===== src/clu_pkg.sv =====
package clu_pkg;

  // ----------------------------------------
  // Sizes and register indices
  // ----------------------------------------
  localparam int         CLU_TABLES   = 4;
  localparam int         CLU_ADDR_W   = 8;
  localparam logic [7:0] IDX_CTRL     = 8'h00;
  localparam logic [7:0] IDX_SEQ0     = 8'h04;
  localparam logic [7:0] IDX_SEQ1     = 8'h05;
  localparam logic [7:0] IDX_LUT0     = 8'h08;
  localparam logic [7:0] IDX_LUT1     = 8'h0c;
  localparam logic [7:0] IDX_LUT2     = 8'h10;
  localparam logic [7:0] IDX_LUT3     = 8'h14;

  // ----------------------------------------
  // Field positions and write masks
  // ----------------------------------------
  localparam int          CTRL_SOFT   = 0;
  localparam int          CTRL_EN     = 1;
  localparam int          CTRL_KEEP   = 6;
  localparam int          LUT_EN      = 1;
  localparam int          LUT_FILT_LO = 4;
  localparam int          LUT_EDGE    = 7;
  localparam int          LUT_INS_LO  = 8;
  localparam int          LUT_EVINV   = 20;
  localparam int          LUT_EVIN    = 21;
  localparam int          LUT_EVOUT   = 22;
  localparam int          LUT_TRUTH_LO = 24;
  localparam logic [31:0] LUT_WMASK   = 32'hff7f_ffb2;
  localparam logic [7:0]  CTRL_RST    = 8'h00;
  localparam logic [31:0] LUT_RST     = 32'h0000_0000;

  // ----------------------------------------
  // Codes
  // ----------------------------------------
  localparam logic [3:0] SEQ_NONE  = 4'h0;
  localparam logic [3:0] SEQ_DFF   = 4'h1;
  localparam logic [3:0] SEQ_JK    = 4'h2;
  localparam logic [3:0] SEQ_LATCH = 4'h3;
  localparam logic [3:0] SEQ_RS    = 4'h4;
  localparam logic [3:0] SRC_MASK  = 4'h0;
  localparam logic [3:0] SRC_FB    = 4'h1;
  localparam logic [3:0] SRC_LINK  = 4'h2;
  localparam logic [3:0] SRC_EVENT = 4'h3;
  localparam logic [3:0] SRC_IO    = 4'h4;
  localparam logic [3:0] SRC_CMP   = 4'h5;
  localparam logic [3:0] SRC_TMR   = 4'h6;
  localparam logic [3:0] SRC_ATMR  = 4'h7;
  localparam logic [3:0] SRC_CTMR  = 4'h8;
  localparam logic [3:0] SRC_SER   = 4'h9;
  localparam logic [1:0] FILT_NONE = 2'h0;
  localparam logic [1:0] FILT_SYNC = 2'h1;
  localparam logic [1:0] FILT_DIG  = 2'h2;
  localparam logic [1:0] RESP_OKAY = 2'h0;
  localparam logic [1:0] RESP_SLVERR = 2'h2;

  // ----------------------------------------
  // Carriers
  // ----------------------------------------
  typedef struct packed {
    logic        awvalid;
    logic [31:0] awaddr;
    logic        wvalid;
    logic [31:0] wdata;
    logic [3:0]  wstrb;
    logic        bready;
    logic        arvalid;
    logic [31:0] araddr;
    logic        rready;
  } clu_axi_req_t;

  typedef struct packed {
    logic        awready;
    logic        wready;
    logic        bvalid;
    logic [1:0]  bresp;
    logic        arready;
    logic        rvalid;
    logic [31:0] rdata;
    logic [1:0]  rresp;
  } clu_axi_rsp_t;

  typedef struct packed {
    logic [3:0]      event_in;
    logic [3:0][2:0] io_in;
    logic [1:0]      cmp_in;
    logic [4:0]      timer_in;
    logic [2:0][2:0] ctimer_in;
    logic [3:0]      serial_tx_in;
  } clu_src_t;

  typedef struct packed {
    logic            keep;
    logic            en;
    logic [1:0][3:0] seq;
    logic [3:0][31:0] lut;
  } clu_cfg_t;

  typedef struct packed {
    logic [3:0] s1;
    logic [3:0] s2;
    logic [3:0] s3;
    logic [3:0] s4;
    logic [3:0] filt;
    logic [3:0] edge_d;
    logic [3:0] out;
    logic [3:0] evo;
    logic [1:0] seq_q;
  } clu_dp_t;

  typedef struct packed {
    logic                  aw_v;
    logic [CLU_ADDR_W-1:0] aw_addr;
    logic                  w_v;
    logic [31:0]           wdata;
    logic [3:0]            wstrb;
    logic                  bvalid;
    logic [1:0]            bresp;
    logic                  rvalid;
    logic [31:0]           rdata;
    logic [1:0]            rresp;
  } clu_bus_t;

  typedef struct packed {
    clu_cfg_t cfg;
    clu_dp_t  dp;
    logic     soft_busy;
    clu_bus_t bus;
  } clu_state_t;

endpackage


===== src/clu_top.sv =====
`timescale 1ns/1ps
`default_nettype none
module clu_top #(
  parameter int TABLES = clu_pkg::CLU_TABLES
) (
  input  wire logic              clk,
  input  wire logic              resetn,
  input  wire logic              ce,
  input  wire logic              standby_sleep,
  input  wire clu_pkg::clu_axi_req_t axi_req,
  output clu_pkg::clu_axi_rsp_t  axi_rsp,
  input  wire clu_pkg::clu_src_t src,
  output logic [3:0]             table_out,
  output logic [3:0]             event_out
);
  import clu_pkg::*;

  // ----------------------------------------
  // Parameter check
  // ----------------------------------------
  if (TABLES != 4) begin : g_chk
    $error("Only four tables are supported");
  end

  clu_state_t st_reg;
  clu_state_t st_next;

  logic [3:0]      act;
  logic [3:0][2:0] in_bit;
  logic [3:0]      raw;
  logic [3:0]      ev;

  // ----------------------------------------
  // Input selection and truth lookup
  // ----------------------------------------
  function automatic logic pick(input logic [3:0] code, input int t, input int x, input clu_src_t s,
                                input logic fb, input logic lk, input logic e);
    logic r;
    r = 1'b0;
    case (code)
      SRC_FB:    r = fb;
      SRC_LINK:  r = lk;
      SRC_EVENT: r = e;
      SRC_IO:    r = s.io_in[t][x];
      SRC_CMP:   r = (t < 2) ? s.cmp_in[t] : 1'b0;
      SRC_TMR:   r = s.timer_in[t];
      SRC_ATMR:  r = s.timer_in[t+1];
      SRC_CTMR:  r = (t < 3) ? s.ctimer_in[t][x] : 1'b0;
      SRC_SER:   r = s.serial_tx_in[t];
      default:   r = 1'b0;
    endcase
    return r;
  endfunction

  for (genvar t = 0; t < 4; t++) begin : g_tab
    logic [31:0] c;
    assign c = st_reg.cfg.lut[t];
    assign act[t] = st_reg.cfg.en & c[LUT_EN];
    assign ev[t] = c[LUT_EVIN] & (src.event_in[t] ^ c[LUT_EVINV]);
    for (genvar x = 0; x < 3; x++) begin : g_in
      assign in_bit[t][x] = pick(c[LUT_INS_LO+4*x +: 4], t, x, src, st_reg.dp.out[t],
                                 st_reg.dp.out[(t+1)%4], ev[t]);
    end
    assign raw[t] = act[t] & c[LUT_TRUTH_LO + in_bit[t]];
  end

  // ----------------------------------------
  // Bus decode
  // ----------------------------------------
  logic        aw_fire;
  logic        w_fire;
  logic        ar_fire;
  logic        wr_go;
  logic [7:0]  wa;
  logic [7:0]  ra;
  logic [31:0] rd_val;
  logic        rd_ok;

  assign axi_rsp.awready = ce & ~st_reg.bus.aw_v;
  assign axi_rsp.wready  = ce & ~st_reg.bus.w_v;
  assign axi_rsp.arready = ce & ~st_reg.bus.rvalid;
  assign axi_rsp.bvalid  = st_reg.bus.bvalid;
  assign axi_rsp.bresp   = st_reg.bus.bresp;
  assign axi_rsp.rvalid  = st_reg.bus.rvalid;
  assign axi_rsp.rdata   = st_reg.bus.rdata;
  assign axi_rsp.rresp   = st_reg.bus.rresp;
  assign aw_fire = axi_req.awvalid & axi_rsp.awready;
  assign w_fire  = axi_req.wvalid & axi_rsp.wready;
  assign ar_fire = axi_req.arvalid & axi_rsp.arready;
  assign wr_go   = ce & st_reg.bus.aw_v & st_reg.bus.w_v & ~st_reg.bus.bvalid;
  assign wa      = st_reg.bus.aw_addr;
  assign ra      = axi_req.araddr[7:0];

  always_comb begin
    rd_ok  = 1'b1;
    rd_val = 32'h0000_0000;
    case (ra)
      {IDX_CTRL[5:0], 2'b00}: begin
        rd_val[CTRL_SOFT]  = st_reg.soft_busy;
        rd_val[CTRL_EN]    = st_reg.cfg.en;
        rd_val[CTRL_KEEP]  = st_reg.cfg.keep;
      end
      {IDX_SEQ0[5:0], 2'b00}: rd_val[3:0] = st_reg.cfg.seq[0];
      {IDX_SEQ1[5:0], 2'b00}: rd_val[3:0] = st_reg.cfg.seq[1];
      {IDX_LUT0[5:0], 2'b00}: rd_val = st_reg.cfg.lut[0];
      {IDX_LUT1[5:0], 2'b00}: rd_val = st_reg.cfg.lut[1];
      {IDX_LUT2[5:0], 2'b00}: rd_val = st_reg.cfg.lut[2];
      {IDX_LUT3[5:0], 2'b00}: rd_val = st_reg.cfg.lut[3];
      default:                rd_ok = 1'b0;
    endcase
  end

  // ----------------------------------------
  // Next state
  // ----------------------------------------
  always_comb begin
    logic [3:0]  pre;
    logic [3:0]  fin;
    logic [3:0]  seq_used;
    logic [31:0] m;
    logic        a;
    logic        b;
    logic        q;
    logic        so;
    logic        qn;
    logic        ok;
    pre      = 4'h0;
    fin      = 4'h0;
    seq_used = 4'h0;
    m        = 32'h0000_0000;
    a        = 1'b0;
    b        = 1'b0;
    q        = 1'b0;
    so       = 1'b0;
    qn       = 1'b0;
    ok       = 1'b1;
    st_next  = st_reg;
    if (ce) begin
      // Filter, synchroniser and edge detector
      for (int t = 0; t < 4; t++) begin
        st_next.dp.s1[t] = raw[t];
        st_next.dp.s2[t] = st_reg.dp.s1[t];
        st_next.dp.s3[t] = st_reg.dp.s2[t];
        st_next.dp.s4[t] = st_reg.dp.s3[t];
        if (st_reg.dp.s2[t] & st_reg.dp.s3[t] & st_reg.dp.s4[t]) begin
          st_next.dp.filt[t] = 1'b1;
        end else if (~(st_reg.dp.s2[t] | st_reg.dp.s3[t] | st_reg.dp.s4[t])) begin
          st_next.dp.filt[t] = 1'b0;
        end
        case (st_reg.cfg.lut[t][LUT_FILT_LO +: 2])
          FILT_NONE: pre[t] = raw[t];
          FILT_SYNC: pre[t] = st_reg.dp.s2[t];
          FILT_DIG:  pre[t] = st_reg.dp.filt[t];
          default:   pre[t] = raw[t];
        endcase
        st_next.dp.edge_d[t] = pre[t];
        if (st_reg.cfg.lut[t][LUT_EDGE]) begin
          pre[t] = pre[t] & ~st_reg.dp.edge_d[t];
        end
        if (!act[t]) begin
          st_next.dp.s1[t]     = 1'b0;
          st_next.dp.s2[t]     = 1'b0;
          st_next.dp.s3[t]     = 1'b0;
          st_next.dp.s4[t]     = 1'b0;
          st_next.dp.filt[t]   = 1'b0;
          st_next.dp.edge_d[t] = 1'b0;
        end
      end
      fin = pre;
      // Sequential element per table pair
      for (int p = 0; p < 2; p++) begin
        a  = pre[2*p];
        b  = pre[2*p+1];
        q  = st_reg.dp.seq_q[p];
        so = a;
        qn = 1'b0;
        seq_used[2*p]   = 1'b1;
        seq_used[2*p+1] = 1'b1;
        case (st_reg.cfg.seq[p])
          SEQ_DFF: begin
            qn = b ? a : q;
            so = q;
          end
          SEQ_JK: begin
            qn = (a & b) ? ~q : (a ? 1'b1 : (b ? 1'b0 : q));
            so = q;
          end
          SEQ_LATCH: begin
            qn = b ? a : q;
            so = qn;
          end
          SEQ_RS: begin
            qn = a ? 1'b1 : (b ? 1'b0 : q);
            so = qn;
          end
          default: begin
            seq_used[2*p]   = 1'b0;
            seq_used[2*p+1] = 1'b0;
          end
        endcase
        if (!act[2*p]) begin
          qn = 1'b0;
          so = 1'b0;
        end
        st_next.dp.seq_q[p] = qn;
        fin[2*p] = so;
      end
      // Standby gating and output events
      for (int t = 0; t < 4; t++) begin
        if (standby_sleep && !st_reg.cfg.keep && (seq_used[t] || st_reg.cfg.lut[t][LUT_EDGE] ||
            st_reg.cfg.lut[t][LUT_FILT_LO +: 2] != FILT_NONE)) begin
          fin[t] = 1'b0;
        end
      end
      st_next.dp.out = fin;
      for (int t = 0; t < 4; t++) begin
        st_next.dp.evo[t] = fin[t] & st_reg.cfg.lut[t][LUT_EVOUT];
      end

      // Bus channels
      if (aw_fire) begin
        st_next.bus.aw_v    = 1'b1;
        st_next.bus.aw_addr = axi_req.awaddr[7:0];
      end
      if (w_fire) begin
        st_next.bus.w_v   = 1'b1;
        st_next.bus.wdata = axi_req.wdata;
        st_next.bus.wstrb = axi_req.wstrb;
      end
      if (st_reg.bus.bvalid && axi_req.bready) begin
        st_next.bus.bvalid = 1'b0;
      end
      if (st_reg.bus.rvalid && axi_req.rready) begin
        st_next.bus.rvalid = 1'b0;
      end
      if (ar_fire) begin
        st_next.bus.rvalid = 1'b1;
        st_next.bus.rdata  = rd_val;
        st_next.bus.rresp  = rd_ok ? RESP_OKAY : RESP_SLVERR;
      end
      if (wr_go) begin
        st_next.bus.aw_v   = 1'b0;
        st_next.bus.w_v    = 1'b0;
        st_next.bus.bvalid = 1'b1;
        for (int k = 0; k < 4; k++) begin
          m[8*k +: 8] = {8{st_reg.bus.wstrb[k]}};
        end
        m = m & LUT_WMASK;
        case (wa)
          {IDX_CTRL[5:0], 2'b00}: begin
            if (st_reg.bus.wstrb[0]) begin
              st_next.cfg.en = st_reg.bus.wdata[CTRL_EN];
              if (!st_reg.cfg.en) begin
                st_next.cfg.keep = st_reg.bus.wdata[CTRL_KEEP];
              end
              if (st_reg.bus.wdata[CTRL_SOFT]) begin
                st_next.soft_busy = 1'b1;
              end
            end
          end
          {IDX_SEQ0[5:0], 2'b00}, {IDX_SEQ1[5:0], 2'b00}: begin
            if (!st_reg.cfg.en && st_reg.bus.wstrb[0]) begin
              st_next.cfg.seq[wa[2]] = st_reg.bus.wdata[3:0];
            end
          end
          {IDX_LUT0[5:0], 2'b00}, {IDX_LUT1[5:0], 2'b00},
          {IDX_LUT2[5:0], 2'b00}, {IDX_LUT3[5:0], 2'b00}: begin
            if (!st_reg.cfg.en) begin
              st_next.cfg.lut[wa[5:4]-2'd2] = (st_reg.cfg.lut[wa[5:4]-2'd2] & ~m) |
                                             (st_reg.bus.wdata & m);
            end
          end
          default: ok = 1'b0;
        endcase
        st_next.bus.bresp = ok ? RESP_OKAY : RESP_SLVERR;
      end
      if (st_reg.soft_busy) begin
        st_next.cfg       = '0;
        st_next.dp        = '0;
        st_next.soft_busy = 1'b0;
      end
    end
  end

  always_ff @(posedge clk or negedge resetn) begin
    if (!resetn) begin
      st_reg <= '0;
    end else begin
      st_reg <= st_next;
    end
  end

  assign table_out = st_reg.dp.out;
  assign event_out = st_reg.dp.evo;

  // ----------------------------------------
  // Assertions
  // ----------------------------------------
  logic ctrl_wr;
  logic seq_wr;
  logic lut0_wr;
  assign ctrl_wr = wr_go && wa == {IDX_CTRL[5:0], 2'b00} && st_reg.bus.wstrb[0];
  assign seq_wr  = wr_go && wa == {IDX_SEQ0[5:0], 2'b00} && st_reg.bus.wstrb[0];
  assign lut0_wr = wr_go && wa == {IDX_LUT0[5:0], 2'b00};

  function automatic logic pre_toggle();
    return st_reg.dp.seq_q[0] != st_next.dp.seq_q[0];
  endfunction
endmodule
`default_nettype wire


===== config.mk =====
export PLATFORM = sky130hd
export DESIGN_NAME = clu_top
export DESIGN_NICKNAME = d
export VERILOG_FILES = /design/src/clu_pkg.sv /design/src/clu_top.sv
export SDC_FILE = /design/constraint.sdc
export NUM_CORES = 1
export LEC_CHECK = 0
export BUFFER_PORTS_ARGS = -buffer_cell sky130_fd_sc_hd__clkbuf_2
export CELL_PAD_IN_SITES_DETAIL_PLACEMENT = 1
export CELL_PAD_IN_SITES_GLOBAL_PLACEMENT = 2
export CORE_AREA = 4 4 205 207
export CTS_BUF_LIST = sky130_fd_sc_hd__clkbuf_2
export CTS_CLUSTER_SIZE = 40
export DETAILED_ROUTE_END_ITERATION = 7
export DIE_AREA = 0 0 209 211
export GPL_TIMING_DRIVEN = 1
export PLACE_DENSITY = 0.78
export SYNTH_ARGS = -nofsm -noshare
export SYNTH_HDL_FRONTEND = slang
export SYNTH_SLANG_ARGS = --single-unit
export TNS_END_PERCENT = 50

===== constraint.sdc =====
create_clock -name clk -period 2.81 [get_ports clk]
set_clock_uncertainty 0.15 [all_clocks]
set_input_delay 0.562 -clock clk [delete_from_list [all_inputs] [get_ports clk]]
set_output_delay 0.562 -clock clk [all_outputs]
set_load 0.005 [all_outputs]

==> metrics.md <==
| Metric | Value |
|---|---|
| Worst slew pin tran | `0.888 ns` |
| Post-synthesis average cell area | `10.2 µm²` |
| Netlist cell types | `78` |
| Cell taking the most area after synthesis | `dfrtp_1` |
| Final WS setup | `-0.321 ns` |
| DR vias | `12428` |
| Max reg flops | `128` |
| RSZ-0062 raised after global routing | `true` |
| Cell area after synthesis | `13600 µm²` |
| Area delta synth->final | `28.3%` |
| WL final | `53500 µm` |
| R2R Setup Slk | `-0.32 ns` |
| Util after Layout | `43.1%` |
| Core ar. | `40400 µm²` |
| WS Path Type | `register to register` |
| Max-Cap Viols | `0` |
| Post-route ant nets | `0` |
| Root buf cell | `clkbuf_2` |
| Post-synth EDFFs | `0` |
| Slew HR | `39.9%` |
| Initial DRC count | `1095` |
| Post-synthesis sequential area ratio | `46.9%` |
| Status | `complete, but fails checks` |
| Vias in the first global route | `13248` |
| Largest net degree at the start of global routing | `75` |
| Worst reg2reg startpoint | `g_tab[1].c[8]` |
| Fmax | `319 MHz` |
| Power density over cell area | `613 nW/µm²` |
| # placed instances | `2025` |
| FFs w/ async S/R, synth | `100%` |
| FP Rows | `74` |
| Mapped Cells | `1330` |
| Final Cycle Share | `111%` |
| Initial antenna violation count | `3` |
| # port buffers | `142` |
| Synth Flop Type | `dfrtp_1` |
| Power consumption | `10.7 mW` |
| First-pass GRT wire length | `81300 µm` |
| Top-level port count | `194` |
| Final setup fails | `13` |
| CP required | `3.42 ns` |
| Reg clk slew, reported paths | `0.12 ns` |
| Maximum vdd drop | `0.000351 V` |
| CTS tree | `built` |
| Crit path cell chain | `mux4_2 -> a2bb2oi_4 -> nor2_1 -> a211oi_2 -> a32oi_1 -> mux2_4 -> a22oi_4 -> a21oi_1 -> o31ai_2 -> o32ai_2` |
| Count leader, synth | `dfrtp_1` |
| Post-DP HPWL | `36900 µm` |
| Leak | `7.69 nW` |
| Crit path launch | `g_tab[1].c[8]` |
| Setup tns final | `-1.44 ns` |
| CP Launch Type | `register` |
| Initial cell density of the core | `33.6%` |
| Worst Path Max Fanout | `7` |
| Hold Vio Cnt, Final | `0` |
| CP top delay family | `compound AO/OA/AOI/OAI gates` |
| Pre-antenna DRT Iters | `7` |
| HP Class | `primary input to async pin` |
| Crit-path max cell delay | `0.57 ns` |
| Placer Congestion | `0.913` |
| Nets | `1798` |
| Die height | `211 µm` |
| Overall global routing resource usage | `24.0%` |
| Post-synth top cells | `dfrtp_1 (254), nand2_1 (192), o21ai_0 (179), clkbuf_1 (70), mux2i_1 (58)` |
| CTS buffer count | `73` |
| Buf+Inv Stages, Crit Path | `0` |
| Non-Filler Instances | `2224` |
| Die W | `209 µm` |
| CP max-delay cell | `mux4_2` |
| Post-synth top area share | `46.9%` |
| WL/cell | `24.1 µm` |
| Crit end category | `register` |
| Longest Clk Path Bufs | `3` |
| Syn. warnings | `0` |
| Fin crit period | `3.13 ns` |
| Drt drc | `0` |
| Skew-Pair Late Insertion Delay | `0.93 ns` |
| Filler Cell Count | `4663` |
| R2r endpoint | `st_reg[85]` |
| Synth Register Bits | `254` |
| Failing checks | `setup timing` |
| Layout cells sized above 1 | `34.5%` |
| Die area | `44100 µm²` |
| Via density per instance | `5.59` |
| # clock sinks | `254` |
| Worst reg2reg path depth | `10` |
| Top cells by area, synth | `dfrtp_1 (47%), o21ai_0 (6.6%), mux4_2 (5.6%), nand2_1 (5.3%), mux2i_1 (4.3%)` |
| Placement Setup Slack | `-0.561 ns` |
| CTS H-tree lvls | `3` |
| Critical Path AT | `3.74 ns` |
| GRT overflow | `0` |
| Fin. max-slew vios | `0` |
==> where the power goes <==
| group | total [mW] | internal, mW | switching, mW |
|---|---|---|---|
| registers | 4.90 | 4.16 | 0.747 |
| clock network | 2.91 | 1.23 | 1.68 |
| logic | 2.85 | 1.42 | 1.43 |
| total | 10.7 | 6.81 | 3.85 |
==> what timing repair did <==
| item | in CTS | in global routing |
|---|---|---|
| hold endpoints to repair | 309 | 0 |
| gates resized for setup | 57 | 44 |
| pin swaps | 22 | 35 |
| buffers inserted | 8 | 9 |
| hold buffers | 60 | 0 |
| setup endpoints to repair | 12 | 21 |
==> per-stage QoR <==
stage / area (µm²) / hold slack, ns
after floorplan: 13600 / 0.116
after global placement: 15600 / 0.315
after detailed placement: 15600 / 0.321
after CTS: 17200 / 0.0101
after global routing: 17400 / 0.0867
final: 17400 / 0.0844
==> worst register-to-register path: cells and delay by family (launching register included) <==
kind | cells | cell delay (ns)
AOI/OAI and AO/OA | 7 | 1.41
and+or+nand+nor | 1 | 0.06
muxes | 2 | 0.89
DFF | 1 | 0.43
==> layout by cell type, fill, tap and decap left out, drive strengths merged, types with 8 or more instances in the layout <==
cell         Yosys  routed
a22oi            8       8
nand2          192     192
buf             57     161
o21ai          188     188
nor2            44      44
nand3b          10      10
nor3             9       9
o22ai           16      16
mux2i           58      58
a22o            43      43
a222oi          27      27
mux2            51      51
nor2b           16      16
ha              12      12
clkinv           0      19
dfrtp          254     254
nand2b          14      14
and2            24      24
mux4            35      35
nand3           20      20
inv             38      41
clkbuf          70     241
dlygate4sd3      0      60
a21oi           28      28
a211oi           9       9
a31oi            9       9
==> cell type report <==
class	count	area (µm²)	share of cell area, %
timing repair buffer	362	2720	15.6
multi-input combinational	912	6830	39.2
tap	532	666	3.83
clock buffer	100	500	2.88
sequential	254	6370	36.6
inverter	38	143	0.820
antenna	1	2.50	0.0144
clock inverter	25	174	1.00
==> cell families (layout without fill, tap and decap cells) <==
family / Yosys count / in the layout / synth area share [%]
AOI/OAI and AO/OA: 387 / 387 / 18.8
and+or+nand+nor: 359 / 359 / 12.3
DFF: 254 / 254 / 46.9
buffers and inverters: 165 / 525 / 5.96
muxes: 144 / 144 / 14.4
adders and majority gates: 12 / 12 / 1.11
xor gates and xnor gates: 8 / 8 / 0.517
other: 1 / 3 / 0.0277
==> layer usage <==
layer / vias to the layer above / wire, µm / GRT usage [%]
met5: - / 0 / 0
met4: 0 / 2280 / 11.0
met3: 110 / 3730 / 4.78
met2: 509 / 25200 / 38.5
met1: 6340 / 22300 / 31.6
li1: 5469 / - / -
==> how the worst max path moves through the flow <==
stage	endpoint	slack, ns	cells past startpoint
global route	event_out[0]	-0.38	11
detailed placement	event_out[0]	-0.56	12
global placement	event_out[0]	-0.48	12
floorplan	event_out[0]	-0.05	10
finish	st_reg[85]	-0.32	10
CTS	event_out[0]	-0.26	11
Note: power is estimated with default switching activity, not from simulation.
